==> src/rtl/rdc_consts.vh <==
// Register map, field positions, reset values and loop timing constants.
`ifndef RDC_CONSTS_VH
`define RDC_CONSTS_VH

// ---------------------------------------------------------------------------
// Register indices; the byte address on the bus is four times the index.
// ---------------------------------------------------------------------------
`define RDC_IDX_OFFSET_CTRL 10'h02e
`define RDC_IDX_STATUS 10'h02f
`define RDC_IDX_LEVEL_CTRL 10'h030

// ---------------------------------------------------------------------------
// Reset values.
// ---------------------------------------------------------------------------
`define RDC_OFFSET_CTRL_RST 32'h0000_0000
`define RDC_LEVEL_CTRL_RST 32'h0000_0000

// ---------------------------------------------------------------------------
// Offset control register fields (least significant bit of each).
// ---------------------------------------------------------------------------
`define RDC_OTRK_LSB 30
`define RDC_OINIT_LSB 28
`define RDC_OWAIT_LSB 26
`define RDC_OTH_LSB 24
`define RDC_OITER_LSB 22
`define RDC_OSLOW_BIT 21
`define RDC_OFAST_BIT 20
`define RDC_OQ_LSB 10
`define RDC_OI_LSB 0

// ---------------------------------------------------------------------------
// Level control register fields.
// ---------------------------------------------------------------------------
`define RDC_LDEMOD_BIT 31
`define RDC_LCNTZ_BIT 30
`define RDC_LOVR_BIT 29
`define RDC_LTRK_LSB 27
`define RDC_LINIT_LSB 25
`define RDC_LSKIP_LSB 23
`define RDC_LHYST_LSB 17
`define RDC_LTGT_LSB 7
`define RDC_LOVAL_LSB 0

// ---------------------------------------------------------------------------
// Status register fields.
// ---------------------------------------------------------------------------
`define RDC_SQ_LSB 10
`define RDC_SI_LSB 0
`define RDC_SDONE_BIT 20
`define RDC_SDET_BIT 21
`define RDC_SCNT_LSB 22

// ---------------------------------------------------------------------------
// Loop scaling: selector code n gives 2^(base+n) samples, cycles or units.
// ---------------------------------------------------------------------------
`define RDC_AVG_BASE_LOG2 3'h2
`define RDC_WAIT_BASE_LOG2 3
`define RDC_TH_BASE_LOG2 2
`define RDC_COARSE_STEP 10'h020
`define RDC_COARSE_FACTOR_LOG2 2
`define RDC_AXI_OKAY 2'b00
`define RDC_AXI_SLVERR 2'b10

`endif

==> src/rtl/rdc_rx_loops.v <==
// Receiver DC-offset and signal-level loop control with an AXI4-Lite register slave.
`default_nettype none
`include "rdc_consts.vh"

// Summary of operation
// Track-phase offset averaging length selectable by two bits.
// Initial-phase offset averaging length selectable separately.
// Settle wait after each offset DAC update.
// Two-bit threshold decides offset DAC adjustments.
// Fast offset mode stops at maximum iteration count.
// Slow offset mode runs before card response.
// Enable bit switches on fast offset iteration.
// Q DAC starts at field; fixed when loops off.
// I DAC starts at field; fixed when loops off.
// Upper five bits coarse DAC, lower five fine.
// Force bit holds demodulator enable asserted.
// Force bit holds gain update count at zero.
// Override bit selects override detect threshold value.
// Track-phase level averaging length selectable.
// Initial-phase level averaging length selectable.
// Discard selectable level samples before averaging.
// Regulate level to target within hysteresis band.
// Receiver control rewrites override value unless disabled.
// Selector codes map to increasing power-of-two counts.
module rdc_rx_loops (
    input wire clk_in,                      // 250 MHz clock.
    input wire reset_n_in,                  // Asynchronous reset, active low.
    input wire [11:0] s_axi_awaddr_in,      // Write address.
    input wire s_axi_awvalid_in,            // Write address valid.
    output wire s_axi_awready_out,          // Write address ready.
    input wire [31:0] s_axi_wdata_in,       // Write data.
    input wire [3:0] s_axi_wstrb_in,        // Write byte strobes.
    input wire s_axi_wvalid_in,             // Write data valid.
    output wire s_axi_wready_out,           // Write data ready.
    output wire [1:0] s_axi_bresp_out,      // Write response.
    output wire s_axi_bvalid_out,           // Write response valid.
    input wire s_axi_bready_in,             // Write response ready.
    input wire [11:0] s_axi_araddr_in,      // Read address.
    input wire s_axi_arvalid_in,            // Read address valid.
    output wire s_axi_arready_out,          // Read address ready.
    output wire [31:0] s_axi_rdata_out,     // Read data.
    output wire [1:0] s_axi_rresp_out,      // Read response.
    output wire s_axi_rvalid_out,           // Read data valid.
    input wire s_axi_rready_in,             // Read data ready.
    input wire rx_active_in,                // Receive window open, level.
    input wire card_response_in,            // Card response has begun, level.
    input wire [19:0] adc_iq_in,            // Signed ADC samples, Q in [19:10], I in [9:0].
    input wire adc_valid_in,                // ADC sample strobe.
    input wire [9:0] level_in,              // Unsigned signal-strength sample.
    input wire level_valid_in,              // Signal-strength sample strobe.
    input wire [6:0] detect_threshold_auto_in, // Internally derived detect threshold.
    input wire automatic_receiver_control_on_in, // Receiver control algorithm enabled.
    input wire [6:0] dyn_threshold_in,      // Threshold from power-control voltage.
    input wire dyn_threshold_write_in,      // Strobe to rewrite the override value.
    output reg [4:0] dac_i_coarse_out,      // I coarse offset DAC.
    output reg [4:0] dac_i_fine_out,        // I fine offset DAC.
    output reg [4:0] dac_q_coarse_out,      // Q coarse offset DAC.
    output reg [4:0] dac_q_fine_out,        // Q fine offset DAC.
    output reg demod_enable_out,            // Demodulator enable.
    output reg [6:0] detect_threshold_out,  // Signal detect threshold in use.
    output reg gain_up_out,                 // Pulse: raise receiver gain.
    output reg gain_down_out,               // Pulse: lower receiver gain.
    output reg [7:0] gain_update_count_out  // Number of gain updates in session.
);

    // -----------------------------------------------------------------------
    // Reset synchroniser.
    // -----------------------------------------------------------------------
    reg rst_meta_r;
    reg rst_n_r;
    always @(posedge clk_in or negedge reset_n_in) begin
        if (!reset_n_in) begin
            rst_meta_r <= 1'b0;
            rst_n_r <= 1'b0;
        end else begin
            rst_meta_r <= 1'b1;
            rst_n_r <= rst_meta_r;
        end
    end

    // -----------------------------------------------------------------------
    // AXI4-Lite slave and registers.
    // -----------------------------------------------------------------------
    reg [31:0] ofs_ctrl_r;
    reg [31:0] lvl_ctrl_r;
    reg aw_have_r;
    reg w_have_r;
    reg [9:0] aw_idx_r;
    reg [31:0] wdata_r;
    reg [3:0] wstrb_r;
    reg bvalid_r;
    reg [1:0] bresp_r;
    reg rvalid_r;
    reg [31:0] rdata_r;
    reg [1:0] rresp_r;
    wire [31:0] status_w;
    wire wr_go = aw_have_r && w_have_r && !bvalid_r;
    wire [31:0] wmask = {{8{wstrb_r[3]}}, {8{wstrb_r[2]}}, {8{wstrb_r[1]}}, {8{wstrb_r[0]}}};
    wire [9:0] ar_idx = s_axi_araddr_in[11:2];

    assign s_axi_awready_out = !aw_have_r;
    assign s_axi_wready_out = !w_have_r;
    assign s_axi_bvalid_out = bvalid_r;
    assign s_axi_bresp_out = bresp_r;
    assign s_axi_arready_out = !rvalid_r;
    assign s_axi_rvalid_out = rvalid_r;
    assign s_axi_rdata_out = rdata_r;
    assign s_axi_rresp_out = rresp_r;

    always @(posedge clk_in or negedge rst_n_r) begin
        if (!rst_n_r) begin
            aw_have_r <= 1'b0;
            w_have_r <= 1'b0;
            aw_idx_r <= 10'h000;
            wdata_r <= 32'h0000_0000;
            wstrb_r <= 4'h0;
            bvalid_r <= 1'b0;
            bresp_r <= `RDC_AXI_OKAY;
            rvalid_r <= 1'b0;
            rdata_r <= 32'h0000_0000;
            rresp_r <= `RDC_AXI_OKAY;
            ofs_ctrl_r <= `RDC_OFFSET_CTRL_RST;
            lvl_ctrl_r <= `RDC_LEVEL_CTRL_RST;
        end else begin
            if (s_axi_awvalid_in && !aw_have_r) begin
                aw_have_r <= 1'b1;
                aw_idx_r <= s_axi_awaddr_in[11:2];
            end
            if (s_axi_wvalid_in && !w_have_r) begin
                w_have_r <= 1'b1;
                wdata_r <= s_axi_wdata_in;
                wstrb_r <= s_axi_wstrb_in;
            end
            if (wr_go) begin
                aw_have_r <= 1'b0;
                w_have_r <= 1'b0;
                bvalid_r <= 1'b1;
                bresp_r <= `RDC_AXI_OKAY;
                if (aw_idx_r == `RDC_IDX_OFFSET_CTRL) begin
                    ofs_ctrl_r <= (ofs_ctrl_r & ~wmask) | (wdata_r & wmask);
                end else if (aw_idx_r == `RDC_IDX_LEVEL_CTRL) begin
                    lvl_ctrl_r <= (lvl_ctrl_r & ~wmask) | (wdata_r & wmask);
                end else if (aw_idx_r != `RDC_IDX_STATUS) begin
                    bresp_r <= `RDC_AXI_SLVERR;
                end
            end else if (bvalid_r && s_axi_bready_in) begin
                bvalid_r <= 1'b0;
            end
            // The receiver control algorithm's rewrite is applied last, so it wins.
            if (automatic_receiver_control_on_in && dyn_threshold_write_in) begin
                lvl_ctrl_r[`RDC_LOVAL_LSB +: 7] <= dyn_threshold_in;
            end
            if (s_axi_arvalid_in && !rvalid_r) begin
                rvalid_r <= 1'b1;
                rresp_r <= `RDC_AXI_OKAY;
                if (ar_idx == `RDC_IDX_OFFSET_CTRL) begin
                    rdata_r <= ofs_ctrl_r;
                end else if (ar_idx == `RDC_IDX_LEVEL_CTRL) begin
                    rdata_r <= lvl_ctrl_r;
                end else if (ar_idx == `RDC_IDX_STATUS) begin
                    rdata_r <= status_w;
                end else begin
                    rdata_r <= 32'h0000_0000;
                    rresp_r <= `RDC_AXI_SLVERR;
                end
            end else if (rvalid_r && s_axi_rready_in) begin
                rvalid_r <= 1'b0;
            end
        end
    end

    // -----------------------------------------------------------------------
    // Field decode.
    // -----------------------------------------------------------------------
    wire [1:0] o_trk = ofs_ctrl_r[`RDC_OTRK_LSB +: 2];
    wire [1:0] o_init = ofs_ctrl_r[`RDC_OINIT_LSB +: 2];
    wire [1:0] o_wait = ofs_ctrl_r[`RDC_OWAIT_LSB +: 2];
    wire [1:0] o_th = ofs_ctrl_r[`RDC_OTH_LSB +: 2];
    wire [1:0] o_iter = ofs_ctrl_r[`RDC_OITER_LSB +: 2];
    wire o_slow = ofs_ctrl_r[`RDC_OSLOW_BIT];
    wire o_fast = ofs_ctrl_r[`RDC_OFAST_BIT];
    wire [19:0] o_start = ofs_ctrl_r[`RDC_OI_LSB +: 20];
    wire [1:0] l_trk = lvl_ctrl_r[`RDC_LTRK_LSB +: 2];
    wire [1:0] l_init = lvl_ctrl_r[`RDC_LINIT_LSB +: 2];
    wire [1:0] l_skip = lvl_ctrl_r[`RDC_LSKIP_LSB +: 2];
    wire [5:0] l_hyst = lvl_ctrl_r[`RDC_LHYST_LSB +: 6];
    wire [9:0] l_tgt = lvl_ctrl_r[`RDC_LTGT_LSB +: 10];

    // -----------------------------------------------------------------------
    // Offset loop control.
    // -----------------------------------------------------------------------
    localparam O_IDLE = 3'd0;
    localparam O_HOLD = 3'd1;
    localparam O_WAIT = 3'd2;
    localparam O_ACC = 3'd3;
    localparam O_ADJ = 3'd4;

    reg [2:0] o_state_r;
    reg o_track_r;
    reg [3:0] o_iter_r;
    reg [6:0] o_wait_r;
    reg [5:0] o_cnt_r;
    reg rx_active_d_r;
    wire rx_rise = rx_active_in && !rx_active_d_r;
    wire slow_window = rx_active_in && !card_response_in && o_slow;
    wire [2:0] o_shift = `RDC_AVG_BASE_LOG2 + (o_track_r ? o_trk : o_init);
    wire [5:0] o_nsamp = 6'h01 << o_shift;
    wire [6:0] o_nwait = 7'h01 << (`RDC_WAIT_BASE_LOG2 + o_wait);
    wire [15:0] o_thr = 16'h0001 << (`RDC_TH_BASE_LOG2 + o_th);
    wire [3:0] o_max = 4'h1 << o_iter;
    wire [1:0] ch_in_band;
    wire [19:0] dac_w;

    genvar ch;
    generate
        for (ch = 0; ch < 2; ch = ch + 1) begin : g_chan
            reg signed [15:0] acc_r;
            reg [9:0] dac_r;
            wire signed [15:0] avg = acc_r >>> o_shift;
            wire [15:0] mag = avg[15] ? (~avg + 16'h0001) : avg;
            wire over = mag > o_thr;
            wire big = mag > (o_thr << `RDC_COARSE_FACTOR_LOG2);
            wire [9:0] step = (big && !o_track_r) ? `RDC_COARSE_STEP : 10'h001;
            assign ch_in_band[ch] = !over;
            assign dac_w[ch*10 +: 10] = dac_r;
            always @(posedge clk_in or negedge rst_n_r) begin
                if (!rst_n_r) begin
                    acc_r <= 16'h0000;
                    dac_r <= 10'h000;
                end else begin
                    if (o_state_r == O_IDLE || (rx_rise && (o_fast || o_slow))) begin
                        dac_r <= o_start[ch*10 +: 10];
                    end else if (o_state_r == O_ADJ && over) begin
                        // Positive residual offset pulls the DAC down, saturating at the ends.
                        if (!avg[15]) begin
                            dac_r <= (dac_r > step) ? dac_r - step : 10'h000;
                        end else begin
                            dac_r <= (dac_r < 10'h3ff - step) ? dac_r + step : 10'h3ff;
                        end
                    end
                    if (o_state_r != O_ACC) begin
                        acc_r <= 16'h0000;
                    end else if (adc_valid_in) begin
                        acc_r <= acc_r + {{6{adc_iq_in[ch*10+9]}}, adc_iq_in[ch*10 +: 10]};
                    end
                end
            end
        end
    endgenerate

    always @(posedge clk_in or negedge rst_n_r) begin
        if (!rst_n_r) begin
            o_state_r <= O_IDLE;
            o_track_r <= 1'b0;
            o_iter_r <= 4'h0;
            o_wait_r <= 7'h00;
            o_cnt_r <= 6'h00;
            rx_active_d_r <= 1'b0;
        end else begin
            rx_active_d_r <= rx_active_in;
            if (!o_fast && !o_slow) begin
                o_state_r <= O_IDLE;
            end else if (rx_rise) begin
                o_iter_r <= 4'h0;
                o_wait_r <= 7'h00;
                o_track_r <= !o_fast;
                o_state_r <= (o_fast || slow_window) ? O_WAIT : O_HOLD;
            end else begin
                case (o_state_r)
                    O_IDLE: begin
                        o_state_r <= O_HOLD;
                    end
                    O_HOLD: begin
                        if (slow_window) begin
                            o_track_r <= 1'b1;
                            o_wait_r <= 7'h00;
                            o_state_r <= O_WAIT;
                        end
                    end
                    O_WAIT: begin
                        if (o_track_r && !slow_window) begin
                            o_state_r <= O_HOLD;
                        end else if (o_wait_r >= o_nwait - 7'h01) begin
                            o_cnt_r <= 6'h00;
                            o_state_r <= O_ACC;
                        end else begin
                            o_wait_r <= o_wait_r + 7'h01;
                        end
                    end
                    O_ACC: begin
                        if (o_track_r && !slow_window) begin
                            o_state_r <= O_HOLD;
                        end else if (adc_valid_in) begin
                            o_cnt_r <= o_cnt_r + 6'h01;
                            if (o_cnt_r == o_nsamp - 6'h01) begin
                                o_state_r <= O_ADJ;
                            end
                        end
                    end
                    O_ADJ: begin
                        o_wait_r <= 7'h00;
                        if (o_track_r) begin
                            o_state_r <= O_WAIT;
                        end else begin
                            o_iter_r <= o_iter_r + 4'h1;
                            if (o_iter_r + 4'h1 >= o_max || ch_in_band == 2'b11) begin
                                o_state_r <= O_HOLD;
                            end else begin
                                o_state_r <= O_WAIT;
                            end
                        end
                    end
                    default: begin
                        o_state_r <= O_IDLE;
                    end
                endcase
            end
        end
    end

    always @(posedge clk_in or negedge rst_n_r) begin
        if (!rst_n_r) begin
            dac_i_coarse_out <= 5'h00;
            dac_i_fine_out <= 5'h00;
            dac_q_coarse_out <= 5'h00;
            dac_q_fine_out <= 5'h00;
        end else begin
            dac_i_coarse_out <= dac_w[9:5];
            dac_i_fine_out <= dac_w[4:0];
            dac_q_coarse_out <= dac_w[19:15];
            dac_q_fine_out <= dac_w[14:10];
        end
    end

    // -----------------------------------------------------------------------
    // Level loop control.
    // -----------------------------------------------------------------------
    localparam L_IDLE = 2'd0;
    localparam L_SKIP = 2'd1;
    localparam L_ACC = 2'd2;
    localparam L_EVAL = 2'd3;

    reg [1:0] l_state_r;
    reg l_track_r;
    reg [5:0] l_cnt_r;
    reg [15:0] l_acc_r;
    reg det_r;
    wire [2:0] l_shift = `RDC_AVG_BASE_LOG2 + (l_track_r ? l_trk : l_init);
    wire [5:0] l_nsamp = 6'h01 << l_shift;
    wire [5:0] l_nskip = 6'h01 << l_skip;
    wire [15:0] l_avg = l_acc_r >> l_shift;
    wire [15:0] l_hi = {6'h00, l_tgt} + {10'h000, l_hyst};
    wire [15:0] l_lo = ({6'h00, l_tgt} > {10'h000, l_hyst}) ? {6'h00, l_tgt} - {10'h000, l_hyst}
                                                              : 16'h0000;
    wire [6:0] det_th = lvl_ctrl_r[`RDC_LOVR_BIT] ? lvl_ctrl_r[`RDC_LOVAL_LSB +: 7]
                                                   : detect_threshold_auto_in;

    always @(posedge clk_in or negedge rst_n_r) begin
        if (!rst_n_r) begin
            l_state_r <= L_IDLE;
            l_track_r <= 1'b0;
            l_cnt_r <= 6'h00;
            l_acc_r <= 16'h0000;
            det_r <= 1'b0;
            gain_up_out <= 1'b0;
            gain_down_out <= 1'b0;
            gain_update_count_out <= 8'h00;
            demod_enable_out <= 1'b0;
            detect_threshold_out <= 7'h00;
        end else begin
            gain_up_out <= 1'b0;
            gain_down_out <= 1'b0;
            detect_threshold_out <= det_th;
            demod_enable_out <= lvl_ctrl_r[`RDC_LDEMOD_BIT] || det_r;
            if (!rx_active_in) begin
                l_state_r <= L_IDLE;
                det_r <= 1'b0;
            end else begin
                case (l_state_r)
                    L_IDLE: begin
                        l_track_r <= 1'b0;
                        l_cnt_r <= 6'h00;
                        l_state_r <= L_SKIP;
                    end
                    L_SKIP: begin
                        if (level_valid_in) begin
                            l_cnt_r <= l_cnt_r + 6'h01;
                            if (l_cnt_r == l_nskip - 6'h01) begin
                                l_cnt_r <= 6'h00;
                                l_acc_r <= 16'h0000;
                                l_state_r <= L_ACC;
                            end
                        end
                    end
                    L_ACC: begin
                        if (level_valid_in) begin
                            l_acc_r <= l_acc_r + {6'h00, level_in};
                            l_cnt_r <= l_cnt_r + 6'h01;
                            if (l_cnt_r == l_nsamp - 6'h01) begin
                                l_state_r <= L_EVAL;
                            end
                        end
                    end
                    L_EVAL: begin
                        det_r <= l_avg >= {9'h000, det_th};
                        if (l_avg > l_hi) begin
                            gain_down_out <= 1'b1;
                        end else if (l_avg < l_lo) begin
                            gain_up_out <= 1'b1;
                        end
                        if ((l_avg > l_hi || l_avg < l_lo) && gain_update_count_out != 8'hff) begin
                            gain_update_count_out <= gain_update_count_out + 8'h01;
                        end
                        l_track_r <= 1'b1;
                        l_cnt_r <= 6'h00;
                        l_acc_r <= 16'h0000;
                        l_state_r <= L_ACC;
                    end
                    default: begin
                        l_state_r <= L_IDLE;
                    end
                endcase
            end
            if (rx_rise || lvl_ctrl_r[`RDC_LCNTZ_BIT]) begin
                gain_update_count_out <= 8'h00;
            end
        end
    end

    // -----------------------------------------------------------------------
    // Status readback.
    // -----------------------------------------------------------------------
    assign status_w = {2'b00, gain_update_count_out, det_r, (o_state_r == O_HOLD), dac_w};

endmodule
`default_nettype wire

==> config.mk <==
export PLATFORM = sky130hd
export DESIGN_NAME = rdc_rx_loops
export DESIGN_NICKNAME = d
export VERILOG_FILES = /design/src/rtl/rdc_rx_loops.v
export VERILOG_INCLUDE_DIRS = /design/src /design/src/rtl
export SDC_FILE = /design/constraint.sdc
export NUM_CORES = 1
export LEC_CHECK = 0
export BUFFER_PORTS_ARGS = -buffer_cell sky130_fd_sc_hd__buf_2
export CAP_MARGIN = 20
export CORE_MARGIN = 3
export CORE_UTILIZATION = 32
export DETAILED_ROUTE_END_ITERATION = 16
export GPL_TIMING_DRIVEN = 0
export PLACE_DENSITY = 0.55
export SLEW_MARGIN = 20
export SYNTH_ARGS = -nofsm -noshare
export SYNTH_HDL_FRONTEND = slang
export SYNTH_SLANG_ARGS = --single-unit
==> constraint.sdc <==
create_clock -name clk_in -period 12.65 [get_ports clk_in]
set_input_delay 1.265 -clock clk_in [delete_from_list [all_inputs] [get_ports clk_in]]
set_output_delay 1.265 -clock clk_in [all_outputs]
set_load 0.01 [all_outputs]
==> results of run 1 <==
==> Yosys cell counts (all sizes together) (23+ instances only) <==
master  count  area, sq um
a211oi     27          208
a21oi     106          531
a22o       34          298
a31oi      31          194
and3       23          144
buf        27          151
clkbuf     86          323
dfrtp     288         7210
ha        148         1850
inv        77          289
mux2      110         1240
mux2i      84          853
nand2     225          845
nand2b     50          313
nand3      53          265
nand4      28          181
nor2      149          562
nor2b      25          156
nor3       38          190
o21ai     176          881
o31ai      26          214
xnor2      46          403
xor2       35          307
==> routing by layer <==
metal	GRT usage [%]	wire length [microns]
met5	0	8
met4	4.59	1360
met3	3.19	3310
met2	31.2	29000
met1	26.2	29000
==> cell type report <==
cell class | instances | share of cell area (%)
Inverter | 77 | 1.24
Clock inverter | 21 | 1.18
Tap cell | 782 | 4.20
Timing Repair Buffer | 194 | 4.68
Multi-Input combinational cell | 1695 | 51.3
Sequential cell | 288 | 31.0
Buffer | 113 | 2.04
Clock buffer | 47 | 4.39
==> logic make-up after synthesis <==
group	count (synthesis)	share of synthesized area, %
mux	201	11.4
compound gates	558	18.4
buf+inv	190	3.85
simple gates	682	16.7
xor+xnor	81	3.57
other cells	2	0.0378
flops	288	36.3
fa+ha+maj	153	9.83
==> power groups by stage <==
stage	clock network (W)	registers (W)	logic (W)
after floorplan	0	0.00116	0.000626
final	0.00112	0.00119	0.000887
after CTS	0.00116	0.00119	0.000884
after detailed placement	0	0.00120	0.000878
after global placement	0	0.00121	0.000834
after global routing	0.00119	0.00121	0.000992
==> final timing paths <==
check                                                       to  depth (start not counted)
worst min-delay path            g_chan[1].acc_r[2]$_DFFE_PN0N_                          0
worst min register to register  g_chan[1].acc_r[2]$_DFFE_PN0N_                          0
worst max-delay path            g_chan[0].dac_r[3]$_DFFE_PN0P_                         32
max in group asynchronous              wdata_r[11]$_DFFE_PN0P_                          3
worst max register to register  g_chan[0].dac_r[3]$_DFFE_PN0P_                         32
min in group clk_in                          rst_n_r$_DFF_PN0_                          0
==> worst max-delay path: cells and delay by family (launching register included) <==
family / cells / cell delay (ps)
mux: 2 / 570
flops: 1 / 350
fa+ha+maj: 4 / 1110
simple gates: 8 / 1550
buf+inv: 5 / 1370
xor+xnor: 1 / 230
compound gates: 12 / 2580
==> stage by stage <==
step	total power, W	std cells	worst slack, ps
after detailed placement	0.00208	3149	4920
final	0.00320	3217	4760
after CTS	0.00323	3217	4920
after global placement	0.00205	3143	269
after floorplan	0.00179	2173	4030
after global routing	0.00339	3217	4010
==> impl_metrics.yaml, run 1 <==
status:
  status: "finished, final reports clean"
layout:
  area.growth.synth_to_final_pct: 17.4
  drive_above_1_share_pct: 17.0
  utilization_pct: 38.3
  fillCellCount: 6162
  nets: 2676
  layout_commonest_cell: "dfrtp_1"
  register_area_sq_um: 7210
  layout_common_cells: "dfrtp_1 (287), nand2_1 (225), buf_2 (198)"
  multiInputGateArea_sq_um: 12000
  diodes: 0
  design_area_sq_um: 23300
clocking:
  insertion_delay_ps: 570
  cts_tree: "built"
  path_clk_slew_ps: 60
  post_cts_buffers: 0
  ctsResizeCount: 0
  ctsHtreeMaxLevel: 2
  clk_path_buf_depth: 3
  cts_made_buffers: 37
  ctsHoldBuffers: 0
  cts_root_buf: "clkbuf_16"
  cts.sinks: 288
yosys:
  synth_ff_type: "dfrtp_1"
  synth-edff-count: 0
  avgSynthCellArea_sq_um: 9.21
  yosys_warnings: 0
  ys_types: 84
  syn_inst: 2155
  ys_seq_area_share_pct: 36.3
  ys_ff_latch: 288
  syn-cell-area_sq_um: 19800
  async_flop_share_pct: 100
pwr:
  peakVddDrop_mv: 0.128
  switching_share_pct: 34.6
  p_per_area_nw_per_um2: 137
  leakagePower_nw: 10.8
  power_frac_seq_pct: 37.1
  pwr-share-comb_pct: 27.8
  p_sw_w: 0.00111
  p_int_w: 0.00209
  pwr-share-clk_pct: 35.1
flow_run:
  maxCapViolations: 0
timing:
  slew_viol_final: 0
  finalCriticalPeriod_ps: 7890
  hold_viol: 0
  fmax_mhz: 127
  clock_skew_ps: 30.9
  holdWs_ps: 294
  period_share_pct: 62.4
  finalSetupViolCount: 0
  tns_ps: 0
  tightest_slew_ps: 1030
  rsz0062_at_grt: "no"
  relSlewSlack_pct: 30.4
critical_path:
  cpMostUsedCell: "ha_1"
  r2r_slack_ps: 4760
  critPathKind: "flop to flop"
  cp.required_ps: 13090
  start_kind: "flop"
  crit_arrival_ps: 8340
  crit_fanout: 10
  max_stage_delay_ps: 860
  end_kind: "flop"
  cpMaxStageDelayCell: "nor4b_1"
route:
  via_per_inst: 5.47
  drc_errors: 0
  wl_per_cell_microns: 19.5
  drt_wl_total_microns: 62600
  drtIter0Drc: 1183
  firstDrtPassIters: 6
  drtAntennaViolNets: 0
  num_vias: 17600
floorplan:
  dieArea_sq_um: 65000
  start_util_pct: 32.6
  rows: 90
  chipWidth_microns: 255
  die_y_microns: 255
  ios: 196
  core_area_sq_um: 60800
grt:
  grt_pass1_wl_microns: 97900
  antenna_found_initial: 2
  grt_pass1_vias: 17400
  overflow: 0
  grt_max_degree: 48
  grt_usage_pct: 19.0
place:
  io_buffers: 188
  dpl-instance-area_sq_um: 22000
  place_hpwl_microns: 48700
  place_congestion: 0.906
hold_path:
  hold_path.class: "flop to async pin"
No activity file was read; power rests on OpenSTA's default activity.
==> run 2, diff against run 1 <==
==> constraint.sdc (replaced) <==
create_clock -name clk_in -period 7.4 [get_ports clk_in]
set_input_delay 0.74 -clock clk_in [delete_from_list [all_inputs] [get_ports clk_in]]
set_output_delay 0.74 -clock clk_in [all_outputs]
set_load 0.01 [all_outputs]
==> run 2 against run 1 <==
Net effect:
- sequential power up 71%
- final area increased by 0.16%
- clock power is 68% higher
- routed wire length shrank 0.38%
- total power rose by 70%
- hold slack improved by 7.9 ps
- critical path depth shrank 2
- utilization is 0.062 points higher
- critical path type unchanged
==> impl_metrics.yaml, run 2 (synthesis gave the netlist of run 1 again) <==
timing:
  tightest_slew_ps: 973
  finalSetupViolCount: 0
  finalCriticalPeriod_ps: 6970
  setup_ws_ps: 428
  relSlewSlack_pct: 35.1
  hold_viol: 0
  period_share_pct: 94.2
  fmax_mhz: 143
  clock_skew_ps: 26.9
  slew_viol_final: 0
layout:
  nets: 2678
  fin_cells: 3219
  drive_above_1_share_pct: 17.3
  layout_commonest_cell: "dfrtp_1"
  fillCellCount: 6116
  layout_common_cells: "dfrtp_1 (287), nand2_1 (225), buf_2 (198)"
  area.growth.synth_to_final_pct: 17.5
critical_path:
  cpMaxStageDelayCell: "clkbuf_1"
  end_kind: "flop"
  critPathKind: "flop to flop"
  crit_arrival_ps: 7400
  cpMostUsedCell: "o21a_1"
  max_stage_delay_ps: 480
  cp.required_ps: 7820
  start_kind: "flop"
  crit_fanout: 11
clocking:
  insertion_delay_ps: 560
  cts.sinks: 288
  cts_root_buf: "clkbuf_16"
  clk_path_buf_depth: 3
  path_clk_slew_ps: 60
  ctsHtreeMaxLevel: 2
  cts_made_buffers: 36
  cts_tree: "built"
hold_path:
  hold_path.class: "flop to async pin"
grt:
  grt_pass1_vias: 17200
  overflow: 0
  grt_usage_pct: 18.9
  grt_pass1_wl_microns: 96500
  antenna_found_initial: 5
  grt_max_degree: 52
route:
  wl_per_cell_microns: 19.4
  firstDrtPassIters: 5
  drtAntennaViolNets: 0
  drt_wl_total_microns: 62400
  via_per_inst: 5.45
  drc_errors: 0
  num_vias: 17500
  drtIter0Drc: 1278
floorplan:
  rows: 90
  core_area_sq_um: 60800
  die_y_microns: 255
  ios: 196
  start_util_pct: 32.6
  chipWidth_microns: 255
  dieArea_sq_um: 65000
place:
  place_congestion: 0.911
  dp.cells: 3149
  io_buffers: 188
  place_hpwl_microns: 48300
  pre_cts_ws_ps: -225
status:
  status: "finished, final reports clean"
pwr:
  leakagePower_nw: 10.9
  p_per_area_nw_per_um2: 232
  peakVddDrop_mv: 0.153
flow_run:
  maxCapViolations: 0
-- run 2: path summary, 6_finish.rpt --
check	from	to	slack, ps	cells past startpoint
min reg2reg	rst_n_r$_DFF_PN0_	g_chan[1].acc_r[0]$_DFFE_PN0N_	300	0
max in group asynchronous	rst_n_r$_DFF_PN0_	dac_q_fine_out[3]$_DFF_PN0_	5860	3
min	rst_n_r$_DFF_PN0_	g_chan[1].acc_r[0]$_DFFE_PN0N_	300	0
max reg2reg	flop	g_chan[1].dac_r[6]$_DFFE_PN0P_	430	30
min in group clk_in	rst_meta_r$_DFF_PN0_	rst_n_r$_DFF_PN0_	350	0
max	flop	g_chan[1].dac_r[6]$_DFFE_PN0P_	430	30
-- run 2: area by class of cell --
| class | instances | area, sq um | area share, % |
|---|---|---|---|
| tap | 782 | 978 | 4.19 |
| sequential | 288 | 7210 | 30.9 |
| clock buffer | 50 | 1060 | 4.53 |
| multi-input combinational | 1695 | 12000 | 51.5 |
| inverter | 77 | 289 | 1.24 |
| antenna | 3 | 7.51 | 0.0322 |
| timing repair buffer | 199 | 1120 | 4.82 |
| clock inverter | 14 | 186 | 0.799 |
| buffer | 111 | 472 | 2.02 |
-- run 2: repair_timing --
item,in CTS,in global routing
gates resized for setup,5,12
endpoints found under the setup margin,8,18
hold endpoints to repair,2,0
pin swaps,0,2
setup buffers,0,4
hold buffers,1,0
-- run 2: where the power goes --
part           switching [W]  internal [W]
clock               0.000739       0.00114
sequential          0.000227       0.00180
combinational       0.000877      0.000643
total                0.00184       0.00358
-- run 2: critical path, delay by kind of cell (launching register included) --
family                     cells  cell delay, ps
adders and majority gates      4             940
AOI/OAI and AO/OA             14            2700
and+or+nand+nor                4             580
DFF                            1             310
buffers and inverters          6            1850
xor gates and xnor gates       1             190
muxes                          1             260
-- run 2: stage by stage --
step | utilization (%) | setup TNS [ps] | cell area [sq um] | power, W | hold WS [ps]
after global routing | 38.4 | -21.8 | 23300 | 0.00576 | 344
after CTS | 38.3 | 0 | 23300 | 0.00547 | 322
after global placement | 35.9 | -1430 | 21800 | 0.00350 | 336
after detailed placement | 36.2 | -1090 | 22000 | 0.00355 | 313
after floorplan | - | 0 | 19900 | 0.00305 | 331
final | 38.4 | 0 | 23300 | 0.00542 | 301
-- run 2: per-layer routing --
metal	global-route usage, %	wire length [microns]
met5	0	9
met1	25.1	28100
met4	5.07	1450
met2	31.3	29000
met3	3.84	3790
==> run 3, diff against run 2 <==
--- a/config.mk
+++ b/config.mk
@@ -8,11 +8,11 @@
 export LEC_CHECK = 0
 export BUFFER_PORTS_ARGS = -buffer_cell sky130_fd_sc_hd__buf_2
 export CAP_MARGIN = 20
-export CORE_MARGIN = 3
-export CORE_UTILIZATION = 32
+export CORE_MARGIN = 1.5
+export CORE_UTILIZATION = 55
 export DETAILED_ROUTE_END_ITERATION = 16
 export GPL_TIMING_DRIVEN = 0
-export PLACE_DENSITY = 0.55
+export PLACE_DENSITY = 0.75
 export SLEW_MARGIN = 20
 export SYNTH_ARGS = -nofsm -noshare
 export SYNTH_HDL_FRONTEND = slang
==> run 3 against run 2 <==
Net effect:
- via count increased by 1.3%
- sequential power about the same
- combinational power about the same
- critical path depth increased by 2
- final area decreased by 2.3%
- register-to-register slack improved by 60 ps
- critical path type unchanged
- total power decreased by 3.4%
- clock-buffer cell count decreased by 2
- largest cell class unchanged
- die area decreased by 43%
- utilization increased by 26 points
- routed wire length decreased by 8.3%
- fmax increased by 0.90%
==> impl_metrics.yaml, run 3 (synthesis gave the netlist of run 1 again) <==
pwr:
  p_per_area_nw_per_um2: 230
  power.total_w: 0.00524
  peakVddDrop_mv: 0.280
  leakagePower_nw: 10.8
timing:
  slew_viol_final: 0
  finalCriticalPeriod_ps: 6910
  tns_ps: 0
  clock_skew_ps: 27.8
  finalSetupViolCount: 0
  rsz0062_at_grt: "no"
  fmax_mhz: 145
  period_share_pct: 93.4
  setup_ws_ps: 491
  hold_viol: 0
  holdWs_ps: 297
  tightest_slew_ps: 834
  relSlewSlack_pct: 44.4
floorplan:
  ios: 196
  die_y_microns: 193
  dieArea_sq_um: 37200
  rows: 69
  start_util_pct: 55.8
  chipWidth_microns: 193
  core_area_sq_um: 35600
critical_path:
  cp.required_ps: 7800
  crit_fanout: 10
  end_kind: "flop"
  max_stage_delay_ps: 540
  critPathKind: "flop to flop"
  start_kind: "flop"
  cpMostUsedCell: "ha_1"
  crit_arrival_ps: 7310
  cpMaxStageDelayCell: "mux4_2"
route:
  wl_per_cell_microns: 19.8
  firstDrtPassIters: 5
  drc_errors: 0
  num_vias: 17800
  via_per_inst: 6.16
  drtIter0Drc: 1420
  drtAntennaViolNets: 0
  drt_wl_total_microns: 57200
clocking:
  cts_tree: "built"
  path_clk_slew_ps: 60
  cts_root_buf: "clkbuf_16"
  cts_made_buffers: 34
  ctsHtreeMaxLevel: 2
  clk_path_buf_depth: 3
  cts.sinks: 288
  insertion_delay_ps: 550
place:
  place_congestion: 0.964
  place_hpwl_microns: 43500
  io_buffers: 188
  pre_cts_ws_ps: -0.937
flow_run:
  maxCapViolations: 0
layout:
  layout_common_cells: "dfrtp_1 (287), nand2_1 (225), buf_2 (196)"
  layout_commonest_cell: "dfrtp_1"
  fillCellCount: 3024
  nets: 2673
  area.growth.synth_to_final_pct: 14.8
  drive_above_1_share_pct: 17.1
  utilization_pct: 64.1
grt:
  grt_usage_pct: 30.8
  grt_max_degree: 59
  overflow: 0
  grt_pass1_wl_microns: 90400
  antenna_found_initial: 3
  grt_pass1_vias: 17100
hold_path:
  hold_path.class: "flop to async pin"
status:
  status: "finished, final reports clean"
run 3: cell types whose count changed in the layout (fill, tap and decap cells not counted), moves of 3 or more:
cell       previous run  this run
clkbuf_16            38        35
buf_12                3         0
clkbuf_8              6         9
buf_4                 6         3
run 3: per-layer routing:
metal,vias up,global-route usage (%),routed length (microns)
met5,-,0,30
met2,624,50.5,26900
met4,4,10.3,1620
met1,8701,41.9,25100
li1,8337,-,-
met3,117,4.54,3530
run 3: critical path: cells and delay by family, from the launching register on:
family	cells	cell delay [ps]
AO/OA/AOI/OAI	11	2210
multiplexers	3	1180
buffers and inverters	6	990
adder cells (fa/ha/maj)	4	960
AND/OR/NAND/NOR	7	880
flip-flops	1	350
XOR/XNOR	1	200
run 3: what timing repair did:
item / CTS / global route
resized for setup: 3 / 14
hold buffers: 1 / 0
endpoints found under the setup margin: 5 / 11
hold endpoints to repair: 2 / 0
buffers inserted: 0 / 1
cloned: 0 / 0
run 3: cell type report:
| type | count | area (sq um) | area share (%) |
|---|---|---|---|
| tap | 461 | 577 | 2.53 |
| multi-input combinational | 1695 | 12000 | 52.6 |
| timing repair buffer | 195 | 1100 | 4.81 |
| clock inverter | 12 | 121 | 0.533 |
| clock buffer | 48 | 1010 | 4.45 |
| sequential | 288 | 7210 | 31.6 |
| antenna | 1 | 2.50 | 0.0110 |
| buffer | 112 | 480 | 2.11 |
| inverter | 77 | 289 | 1.27 |
run 3: power breakdown:
part | internal [W] | total [W] | switching [W]
Sequential | 0.00180 | 0.00202 | 0.000219
Clock | 0.00103 | 0.00172 | 0.000690
Combinational | 0.000639 | 0.00150 | 0.000863
run 3: worst paths after layout:
| kind | endpoint | slack (ps) | cells past startpoint |
|---|---|---|---|
| min reg2reg | o_wait_r[2]$_DFFE_PN0P_ | 300 | 0 |
| min in group clk_in | rst_n_r$_DFF_PN0_ | 350 | 0 |
| max reg2reg | g_chan[0].dac_r[3]$_DFFE_PN0P_ | 490 | 32 |
| min | o_wait_r[2]$_DFFE_PN0P_ | 300 | 0 |
| max in group asynchronous | wstrb_r[0]$_DFFE_PN0P_ | 5810 | 3 |
| max | g_chan[0].dac_r[3]$_DFFE_PN0P_ | 490 | 32 |
run 3: stage by stage:
step	cells	cell area, sq um
4_1_cts	2888	22700
3_3_place_gp	2822	21400
5_1_grt	2888	22800
3_5_place_dp	2827	21600
6_report	2889	22800
2_1_floorplan	2173	19900
